### config.mk
export PLATFORM = sky130hd
export DESIGN_NAME = flash_adc_host_flat
export DESIGN_NICKNAME = d
export VERILOG_FILES = /design/src/hw/flash_adc_pkg.sv /design/src/hw/flash_adc_if.sv /design/src/hw/flash_adc_host.sv /design/src/flat_wrapper.sv
export VERILOG_INCLUDE_DIRS = /design/src /design/src/hw
export SDC_FILE = /design/constraint.sdc
export NUM_CORES = 1
export LEC_CHECK = 0
export ABC_AREA = 1
export BUFFER_PORTS_ARGS = -buffer_cell sky130_fd_sc_hd__clkbuf_2
export CORE_ASPECT_RATIO = 1.2
export CORE_MARGIN = 3
export CORE_UTILIZATION = 41
export CTS_BUF_LIST = sky130_fd_sc_hd__clkbuf_4 sky130_fd_sc_hd__clkbuf_8
export DETAILED_ROUTE_END_ITERATION = 8
export PLACE_DENSITY = 0.77
export SLEW_MARGIN = 20
export SYNTH_ARGS = -nofsm -noshare
export SYNTH_HDL_FRONTEND = slang
export SYNTH_SLANG_ARGS = --single-unit
### constraint.sdc
create_clock -name ref_clk_i -period 1.72 [get_ports ref_clk_i]
set_input_delay 0.344 -clock ref_clk_i [delete_from_list [all_inputs] [get_ports ref_clk_i]]
set_output_delay 0.344 -clock ref_clk_i [all_outputs]
set_load 0.005 [all_outputs]
### src/hw/flash_adc_defines.svh
`ifndef FLASH_ADC_DEFINES_SVH
`define FLASH_ADC_DEFINES_SVH

`define ADC_DATA_W        7
`define ADC_THERM_W       128
`define ADC_FULL_SCALE    7'h7F
`define ADC_DATA_RESET    7'h00
`define ADC_SAMPLE_MIN_NS 12
`define ADC_CLK_PERIOD_NS 5
`define ADC_SAMPLE_MIN_CYC ((`ADC_SAMPLE_MIN_NS + `ADC_CLK_PERIOD_NS - 1) / `ADC_CLK_PERIOD_NS)
`define ADC_HIGH_CYC      3

`endif

### src/hw/flash_adc_pkg.sv
package flash_adc_pkg;
  typedef logic [6:0]   code_type;
  typedef logic [127:0] therm_type;
  typedef enum logic [3:0] {
    HOST_IDLE   = 4'h1,
    HOST_HIGH   = 4'h2,
    HOST_SAMPLE = 4'h4,
    HOST_DONE   = 4'h8
  } host_state_type;
endpackage : flash_adc_pkg

### src/hw/flash_adc_if.sv
`timescale 1ns/10ps
interface flash_adc_if;
  logic       conv_clk;
  logic       data_bits_select_n;
  logic       output_group_select;
  logic [6:0] data_out;
  logic [6:0] data_oe_n;
  logic       overflow_out;
  logic       overflow_oe_n;

  modport converter (
    input  conv_clk, data_bits_select_n, output_group_select,
    output data_out, data_oe_n, overflow_out, overflow_oe_n
  );
  modport host (
    output conv_clk, data_bits_select_n, output_group_select,
    input  data_out, data_oe_n, overflow_out, overflow_oe_n
  );
endinterface : flash_adc_if

### src/hw/flash_adc_host.sv
`timescale 1ns/10ps
`include "flash_adc_defines.svh"
module flash_adc_host #(
  parameter int SAMPLE_CYC = `ADC_SAMPLE_MIN_CYC,
  parameter int HIGH_CYC   = `ADC_HIGH_CYC
) (
  input  wire logic       ref_clk_i,
  input  wire logic       sys_rst_i,
  input  wire logic       start_i,
  input  wire logic       continuous_i,
  input  wire logic       data_bits_select_n_i,
  input  wire logic       output_group_select_i,
  output logic            busy_o,
  output logic            result_valid_o,
  output logic [6:0]      result_o,
  output logic            overflow_o,
  flash_adc_if.host       adc
);
  flash_adc_pkg::host_state_type state;
  logic [7:0] cnt;
  logic       conv_clk;
  logic       was_sampled;
  logic       capture;

  ////////////////////////////////////////////////////////////////////
  assign adc.conv_clk            = conv_clk;
  assign adc.data_bits_select_n  = data_bits_select_n_i;
  assign adc.output_group_select = output_group_select_i;
  assign busy_o                  = (state != flash_adc_pkg::HOST_IDLE);

  // High, low for at least 12 ns, high again: one conversion
  always_ff @(posedge ref_clk_i) begin
    if (sys_rst_i) begin
      state       <= flash_adc_pkg::HOST_IDLE;
      cnt         <= 8'h00;
      conv_clk    <= 1'b1;
      was_sampled <= 1'b0;
    end else begin
      case (state)
        flash_adc_pkg::HOST_IDLE: begin
          conv_clk <= 1'b1;
          cnt      <= 8'h00;
          if (start_i || continuous_i) begin
            state <= flash_adc_pkg::HOST_HIGH;
          end
        end
        flash_adc_pkg::HOST_HIGH: begin
          if (cnt >= 8'(HIGH_CYC - 1)) begin
            cnt      <= 8'h00;
            conv_clk <= 1'b0;
            state    <= flash_adc_pkg::HOST_SAMPLE;
          end else begin
            cnt <= cnt + 8'h01;
          end
        end
        flash_adc_pkg::HOST_SAMPLE: begin
          // Short low phase helps aperture, but never below the minimum
          if (cnt >= 8'(SAMPLE_CYC - 1)) begin
            cnt         <= 8'h00;
            conv_clk    <= 1'b1;
            was_sampled <= 1'b1;
            state       <= flash_adc_pkg::HOST_DONE;
          end else begin
            cnt <= cnt + 8'h01;
          end
        end
        flash_adc_pkg::HOST_DONE: begin
          // Result is read two cycles into the final high level
          if (continuous_i) begin
            state <= flash_adc_pkg::HOST_HIGH;
            cnt   <= 8'h01;
          end else begin
            state <= flash_adc_pkg::HOST_IDLE;
          end
        end
        default: state <= flash_adc_pkg::HOST_IDLE;
      endcase
    end
  end

  ////////////////////////////////////////////////////////////////////
  // The latch loads at the edge that leaves DONE, so read one edge later
  always_ff @(posedge ref_clk_i) begin
    if (sys_rst_i) begin
      capture <= 1'b0;
    end else begin
      capture <= (state == flash_adc_pkg::HOST_DONE);
    end
  end

  // Capture what the converter drives; floating bits read as zero
  always_ff @(posedge ref_clk_i) begin
    if (sys_rst_i) begin
      result_valid_o <= 1'b0;
      result_o       <= `ADC_DATA_RESET;
      overflow_o     <= 1'b0;
    end else begin
      result_valid_o <= capture && was_sampled;
      if (capture) begin
        result_o   <= adc.data_out & ~adc.data_oe_n;
        overflow_o <= adc.overflow_out & ~adc.overflow_oe_n;
      end
    end
  end
endmodule : flash_adc_host

### src/flat_wrapper.sv
// flat-port wrapper written by rule: the top's interface ports become plain ports
module flash_adc_host_flat 
#(
  parameter int SAMPLE_CYC = `ADC_SAMPLE_MIN_CYC,
  parameter int HIGH_CYC   = `ADC_HIGH_CYC
)
  (ref_clk_i, sys_rst_i, start_i, continuous_i, data_bits_select_n_i, output_group_select_i, busy_o, result_valid_o, result_o, overflow_o, adc_conv_clk, adc_data_bits_select_n, adc_output_group_select, adc_data_out, adc_data_oe_n, adc_overflow_out, adc_overflow_oe_n);
  flash_adc_if adc_i ();
  input  wire logic ref_clk_i;
  input  wire logic sys_rst_i;
  input  wire logic start_i;
  input  wire logic continuous_i;
  input  wire logic data_bits_select_n_i;
  input  wire logic output_group_select_i;
  output logic busy_o;
  output logic result_valid_o;
  output logic [6:0] result_o;
  output logic overflow_o;
  output wire logic [$bits(adc_i.conv_clk)-1:0] adc_conv_clk;
  output wire logic [$bits(adc_i.data_bits_select_n)-1:0] adc_data_bits_select_n;
  output wire logic [$bits(adc_i.output_group_select)-1:0] adc_output_group_select;
  input wire logic [$bits(adc_i.data_out)-1:0] adc_data_out;
  input wire logic [$bits(adc_i.data_oe_n)-1:0] adc_data_oe_n;
  input wire logic [$bits(adc_i.overflow_out)-1:0] adc_overflow_out;
  input wire logic [$bits(adc_i.overflow_oe_n)-1:0] adc_overflow_oe_n;
  assign adc_conv_clk = adc_i.conv_clk;
  assign adc_data_bits_select_n = adc_i.data_bits_select_n;
  assign adc_output_group_select = adc_i.output_group_select;
  assign adc_i.data_out = adc_data_out;
  assign adc_i.data_oe_n = adc_data_oe_n;
  assign adc_i.overflow_out = adc_overflow_out;
  assign adc_i.overflow_oe_n = adc_overflow_oe_n;
  flash_adc_host #(.SAMPLE_CYC(SAMPLE_CYC), .HIGH_CYC(HIGH_CYC)) u_core (.ref_clk_i(ref_clk_i), .sys_rst_i(sys_rst_i), .start_i(start_i), .continuous_i(continuous_i), .data_bits_select_n_i(data_bits_select_n_i), .output_group_select_i(output_group_select_i), .busy_o(busy_o), .result_valid_o(result_valid_o), .result_o(result_o), .overflow_o(overflow_o), .adc(adc_i));
endmodule
## After elaboration in Yosys (flattened, before gate mapping)

Cells that the tools add are included.

| storage, ports and cells | value |
|---|---|
| bits of input ports | 22 |
| register bits | 24 |
| output and inout bits | 13 |

| cells by class | value |
|---|---|
| reduce and logical (&&, ||, !) cells | 9 |
| add/subtract/negate cells | 1 |
| equality and inequality tests | 9 |
| bitwise operators | 4 |
| magnitude comparators | 1 |
| mux-type cells | 11 |

Operators with widths:

| cell | number |
|---|---|
| one-hot mux 8 bit (3 select lines) | 1 |
| 2-to-1 mux 8 bit | 2 |
| one-hot mux 4 bit (4 select lines) | 1 |
| 2-to-1 mux 4 bit | 3 |
| adder 8 x 1 -> 8 bit, second input constant | 1 |
| greater-or-equal comparator 8 x 2 -> 1 bit, second input constant | 1 |
| AND 7 bit | 1 |
| NOT 7 bit | 1 |
| inequality test 2 x 1 -> 1 bit, second input constant | 3 |
| AND reduction 3 bit | 2 |
| nonzero test 3 bit | 2 |
| == test 4 x 1 -> 1 bit, second input constant | 1 |
| == test 4 x 2 -> 1 bit, second input constant | 1 |
| == test 4 x 3 -> 1 bit, second input constant | 1 |
| == test 4 bit, second input constant | 1 |
| inequality test 4 x 1 -> 1 bit, second input constant | 1 |
| AND reduction 2 bit | 2 |
| one-hot mux 1 bit (3 select lines) | 1 |
| 2-to-1 mux 1 bit | 2 |
| 2-to-1 mux 2 bit | 1 |
| inequality test 2 bit, second input constant | 1 |
| OR reduction 2 bit | 1 |
| AND 1 bit | 1 |
| logical AND 1 bit | 1 |
| other kinds (2) | 2 |

## Longest topological paths before layout

Gate-level depths: netlist of the first run.

| logic depth | value |
|---|---|
| depth after elaboration | 4 |
| depth in mapped cells | 9 |
| mapped depth without buffers | 9 |

## Least setup slack after synthesis of the first run

Ideal clock, no wire load.

| timing path | value |
|---|---|
| path kind | register to register |
| start | register u_core.cnt[0] |
| end | register u_core.conv_clk, in the netlist u_core.adc.conv_clk |
| period minus slack after synthesis | 1.250 ns |
| arrival | 1.129 ns |
| cell stages (with the launch flop) | 9 |
| library setup time | 0.120 ns |
| path buffers | 0 |
| slack | 0.470 ns |
| cells stage by stage | dfxtp_1 inv_1 ha_1 nor2_1 nand2_1 nor2_2 nand2_2 nand3_1 nand3_1 |

| on the way | value |
|---|---|
| cells in the longest elaborated chain, start to end | 3 |

RTL lines:

| item | RTL line | source |
|---|---|---|
| start: declaration | flash_adc_host.sv:20 | `logic [7:0] cnt;` |
| start signal: assignment | flash_adc_host.sv:53 | `cnt <= cnt + 8'h01;` |
| start signal: assignment | flash_adc_host.sv:64 | `cnt <= cnt + 8'h01;` |
| greater-or-equal comparator 8 x 2 -> 1 bit * | flash_adc_host.sv:48, flash_adc_host.sv:58 |  |
| inequality test 2 x 1 -> 1 bit (no line) | - |  |
| AND reduction 3 bit (no line) * | - |  |
| end signal: assignment | flash_adc_host.sv:41 | `conv_clk <= 1'b1;` |
| end signal: assignment | flash_adc_host.sv:50 | `conv_clk <= 1'b0;` |
| end signal: assignment | flash_adc_host.sv:60 | `conv_clk <= 1'b1;` |
| end: declaration | flash_adc_host.sv:21 | `logic conv_clk;` |

Mark *: on every way between the ends. The rest lies on a longest branch, timed or not.
A chain may end at the register's enable or synchronous reset.

## Worst setup path after layout of the first run

| timing path | value |
|---|---|
| start | register u_core.state[2] |
| end | output port busy_o |

| on the way | value |
|---|---|
| cells in the longest elaborated chain, start to end | 1 |

RTL lines:

| item | RTL line | source |
|---|---|---|
| start: declaration | flash_adc_host.sv:19 | `flash_adc_pkg::host_state_type state;` |
| start signal: assignment | flash_adc_host.sv:34 | `state <= flash_adc_pkg::HOST_IDLE;` |
| start signal: assignment | flash_adc_host.sv:44 | `state <= flash_adc_pkg::HOST_HIGH;` |
| start signal: assignment | flash_adc_host.sv:51 | `state <= flash_adc_pkg::HOST_SAMPLE;` |
| inequality test 4 x 1 -> 1 bit | flash_adc_host.sv:29 | `assign busy_o = (state != flash_adc_pkg::HOST_IDLE);` |
| end: declaration | flat_wrapper.sv:15 | `output logic busy_o;` |

No other way between the ends.

==> results.toml, run 1 <==
[clock_network]
postCtsSetupBuffers = 0
root_buffer = "clkbuf_4"
clkLatencyLatePin_ns = 0.31
htree_levels = 1
cts_sinks = 24
cts_tree = "done"
clkSlewWorstSetupHoldPaths_ns = 0.13
cts_max_path_buffers = 2
post_cts_resized = 0
cts_hold_buffers = 0
cts_buffers = 3

[setup_path]
crit_path_cell_trace = "nor2_2 > nand3_2 > clkbuf_2"
worstSetupEndpointType = "output pin"
required_ns = 1.38
worst_setup_path_start_kind = "register"
r2r_cells = 7
critPathKind = "register to output pin"
slowest_stage = "dfxtp_1"
worst_ep_arrival_time_ns = 1.12
crit_fanout = 5
cpPeakStageDelay_ns = 0.36

[synth]
ys_async_sr_fraction_pct = 0
syn_inst = 130
syn_area_per_cell_um2 = 8.094
yosysTopAreaCellShare_pct = 45.66
synth_area_leaders = "dfxtp_1, nor2_1, nand2_1"
ys.flop_type = "dfxtp_1"
synth_edf_count = 0
synthesis.area_um2 = 1052
synth_cell_type_count = 24
ys_ff_latch = 24
synth_warnings = 0
syn_nets = 154
ys_seq_area_share_pct = 45.66
synth.largest_area_cell = "dfxtp_1"

[timing]
setup_viol = 0
fin_crit_sh_pct = 85.34
drv_slew = 0
hold_viol = 0
rsz0062_at_grt = "no"
maxSlewHeadroom_pct = 66.55
tightestPinTransition_ns = 0.5018
period_needed_ns = 1.468
finalClockSkew_ns = 0.004549
clock.fmax_ghz = 0.6813
final.setup.tns_ns = 0

[routing]
dr.pass1.iters = 4
wire_per_inst_um = 10.99
dr_total_vias = 918
first_iter_violations = 15
drc = 0
wirelength_um = 2089
viasPerCell = 4.832
ant_nets = 0

[pwr]
pwr_density_cell_nw_per_um2 = 1121
seq_power_share_pct = 44.2
p_int_mw = 0.9716
comb_power_share_pct = 27.4
finalPower_mw = 1.418
clock_power_share_pct = 28.4
switching_share_pct = 31.50
switchingPower_mw = 0.4468
total_leakage_power_nw = 0.5742
ir_drop_mv = 0.6656

[global_routing]
grt_pass1_vias = 940
groute.usage.overall_pct = 14.98
grt_max_degree = 23
overflow = 0
antenna_found_initial = 0
grt_pass1_wl_um = 3629

[floorplanning]
pin_count = 35
rows = 19
core_area_um2 = 2377
die_x_um = 52.25
dieArea_um2 = 3213
die_h_um = 61.50
initial_core_util_pct = 44.26

[cells_and_area]
final_cell_mix = "clkbuf_2, nor2_1, dfxtp_1"
drive_above_1_share_pct = 33.33
area_growth_pct = 20.21
n_antenna_cell = 0
finish.net_count = 184
final_common_cell = "clkbuf_2"

[min_path]
holdPathStages = 4
hold_path.class = "primary input to register"

[outcome]
outcome = "finished, final reports clean"

[placement]
gp_congestion = 0.8862
io_buffers = 30
hpwl_um = 1658

[run]
drv_cap = 0
[routing by layer]
layer	GRT usage (%)	up-vias	share of wire, %
met3	2.906	6	6.8
met4	8.759	0	2.2
met1	16.37	405	43
met5	0	-	0
li1	-	471	-
met2	26.93	36	48
[registers in the layout (all words and copies together) (netlist names)]
| signal | count |
|---|---|
| u_core.adc.conv_clk | 1 |
| u_core.capture | 1 |
| u_core.overflow_o | 1 |
| u_core.cnt | 8 |
| u_core.was_sampled | 1 |
| u_core.result_o | 7 |
| u_core.state | 4 |
| u_core.result_valid_o | 1 |
[critical path, delay by kind of cell (launching register included)]
family	cells	cell delay (ns)
flip-flops	1	0.36
AND/OR/NAND/NOR	2	0.31
buffers and inverters	1	0.15
[logic make-up after synthesis]
logic type / after synthesis / share of synthesized area (%)
fa+ha+maj: 2 / 2.378
simple gates: 75 / 38.29
compound gates: 13 / 6.540
flops: 24 / 45.66
buf+inv: 15 / 6.301
xor+xnor: 1 / 0.8325
[stage by stage]
step	cells	area, um2	util, %	hold WS, ns	setup slack (ns)
final	190	1265	53.21	0.3192	0.2522
after global routing	190	1265	53.21	0.3226	0.1358
after CTS	190	1265	53.21	0.3073	0.2367
after detailed placement	186	1212	51.00	0.4561	0.3202
after global placement	186	1212	51.00	0.4465	0.3977
after floorplan	130	1052	-	0.4135	0.4702
[path summary, 6_finish.rpt]
check                           slack [ns]                       startpoint                                to
worst max-delay path                  0.25     u_core.state[2]$_SDFFE_PP0P_                            busy_o
worst min-delay path                  0.32                 adc_data_oe_n[3]   u_core.result_o[3]$_SDFFE_PP0P_
worst max register to register        0.30       u_core.cnt[0]$_SDFFE_PP0P_        u_core.cnt[2]$_SDFFE_PP0P_
worst min register to register        0.48  u_core.was_sampled$_SDFFE_PP0P_  u_core.result_valid_o$_SDFF_PP0_
[power by group through the flow]
stage	clock network, mW	logic, mW	registers (mW)
2_1_floorplan	0	0.292	0.634
3_3_place_gp	0	0.376	0.635
3_5_place_dp	0	0.390	0.640
4_1_cts	0.409	0.391	0.627
5_1_grt	0.435	0.433	0.630
6_report	0.402	0.389	0.627
[synth_stat cells, drive strengths merged (2+ instances only)]
library cell  count
nor2             30
dfxtp            24
nand2            22
nand3            14
a21oi            13
inv               9
nor3b             5
buf               4
ha                2
[cell type report]
type | count | area, um2
clock buffers | 3 | 22.52
clock inverters | 1 | 30.03
fillers | 234 | 1112
inverters | 10 | 37.54
multi-input cells | 91 | 505.5
flip-flops and latches | 24 | 480.5
well taps | 31 | 38.79
repair buffers | 30 | 150.1
No activity file was read; power rests on OpenSTA's default activity.
==> run 2: changes to the inputs <==
Clock period 1.72 ns to 1.6 ns, I/O delays scaled along.
==> run 2 against run 1 <==
  * Global-route usage increased by 0.14 points
  * Sequential power grew 7.5%
  * Routed wire length grew 4.6%
==> results.toml, run 2 (synthesis gave the netlist of run 1 again) <==
[outcome]
outcome = "finished, final reports clean"

[setup_path]
worstSetupEndpointType = "output pin"
critPathKind = "register to output pin"
required_ns = 1.28
crit_fanout = 5
startpoint = "u_core.state[2]$_SDFFE_PP0P_"
worst_setup_path_start_kind = "register"
r2r_start = "u_core.cnt[0]$_SDFFE_PP0P_"
worst_ep_arrival_time_ns = 1.12

[timing]
tightestPinTransition_ns = 0.3668
drv_slew = 0
hold_viol = 0
setup_viol = 0
clock.fmax_ghz = 0.6953
finalClockSkew_ns = 0.002256
rsz0062_at_grt = "no"
fin_crit_sh_pct = 89.89
maxSlewHeadroom_pct = 75.54
period_needed_ns = 1.438
final.setup.tns_ns = 0

[pwr]
switching_share_pct = 33.94
comb_power_share_pct = 30.0
switchingPower_mw = 0.4788
ir_drop_mv = 0.6092
clock_power_share_pct = 22.2
total_leakage_power_nw = 0.5743
pwr_density_cell_nw_per_um2 = 1119
seq_power_share_pct = 47.8
p_int_mw = 0.9321

[routing]
dr.pass1.iters = 4
dr_total_vias = 943
ant_nets = 0
wirelength_um = 2186
viasPerCell = 4.937
wire_per_inst_um = 11.45
drc = 0
first_iter_violations = 28

[clock_network]
clkLatencyLatePin_ns = 0.30
cts_max_path_buffers = 2
cts_buffers = 3
root_buffer = "clkbuf_4"
clkSlewWorstSetupHoldPaths_ns = 0.13
htree_levels = 1
postCtsSetupBuffers = 0
cts_sinks = 24
cts_tree = "done"

[min_path]
min_from = "adc_data_oe_n[3]"
hold_path.class = "primary input to register"

[global_routing]
grt_max_degree = 17
grt_pass1_vias = 900
grt_pass1_wl_um = 3705
antenna_found_initial = 0
groute.usage.overall_pct = 15.12
overflow = 0

[cells_and_area]
multi_input_area_um2 = 510.5
seq_area_um2 = 480.5
finish.net_count = 185
final_util_pct = 53.05
fillers = 246
final_common_cell = "clkbuf_2"
largest_reg_flops = 8
top_register = "u_core.cnt"
drive_above_1_share_pct = 33.75
reg.largest.list = "u_core.cnt: 8 flops, u_core.result_o: 7 flops, u_core.state: 4 flops"
n_antenna_cell = 0
final_cell_mix = "clkbuf_2, nor2_1, dfxtp_1"
area_growth_pct = 19.86

[floorplanning]
core_area_um2 = 2377
die_h_um = 61.50
pin_count = 35
rows = 19
die_x_um = 52.25
dieArea_um2 = 3213
initial_core_util_pct = 44.26

[run]
drv_cap = 0

[placement]
hpwl_um = 1690
gp_congestion = 0.8485
io_buffers = 30
-- run 2: cell count changes in the layout (fill, tap and decap cells not counted) --
| cell | delta |
|---|---|
| nor2_4 | +1 |
| clkbuf_8 | +1 |
| buf_4 | +1 |
| nor2_2 | -1 |
| bufinv_16 | -1 |
-- run 2: worst paths after layout --
kind	endpoint	slack (ns)	cells past startpoint
worst max register to register	u_core.state[1]$_SDFFE_PP0P_	0.19	8
worst max-delay path	busy_o	0.16	3
worst min register to register	u_core.result_valid_o$_SDFF_PP0_	0.47	2
worst min-delay path	u_core.result_o[3]$_SDFFE_PP0P_	0.31	4
-- run 2: metal layers --
metal	routed length (um)	share of wire, %	vias up	global-route usage [%]
met4	14	0.64	0	4.745
met5	0	0	-	0
met3	170	7.8	2	2.663
met1	887	41	417	16.79
met2	1114	51	49	29.08
li1	-	-	475	-
-- run 2: through the flow --
stage / setup WS, ns / hold WS (ns) / area (um2) / power (mW) / instances
after floorplan: 0.3502 / 0.3895 / 1052 / 0.9951 / 130
after global placement: 0.2812 / 0.4463 / 1220 / 1.088 / 187
after detailed placement: 0.1608 / 0.4543 / 1220 / 1.106 / 187
after CTS: 0.1236 / 0.2986 / 1256 / 1.417 / 191
after global routing: 0.007754 / 0.3080 / 1261 / 1.485 / 191
final: 0.1617 / 0.3064 / 1261 / 1.411 / 191
-- run 2: power by group through the flow --
stage                     clock network (mW)  registers, mW  logic (mW)
after global routing                   0.336          0.677       0.472
after detailed placement                   0          0.686       0.420
after CTS                              0.321          0.673       0.423
after floorplan                            0          0.681       0.314
final                                  0.313          0.674       0.424
after global placement                     0          0.683       0.405
-- run 2: what timing repair did --
item,in CTS,in global routing
hold buffers,0,0
setup endpoints to repair,0,5
gates resized for setup,0,1
-- run 2: area by class of cell --
class	instances	share of cell area [%]
Clock buffer	4	2.877
Inverter	10	2.976
Multi-Input combinational cell	91	40.48
Sequential cell	24	38.10
Tap cell	31	3.075
Timing Repair Buffer	31	12.50
-- run 2: critical path, cell delays in order, from the launching register on --
cell,delay (ns)
dfxtp_1,0.35
nor2_2,0.16
nand3_2,0.15
clkbuf_2,0.15
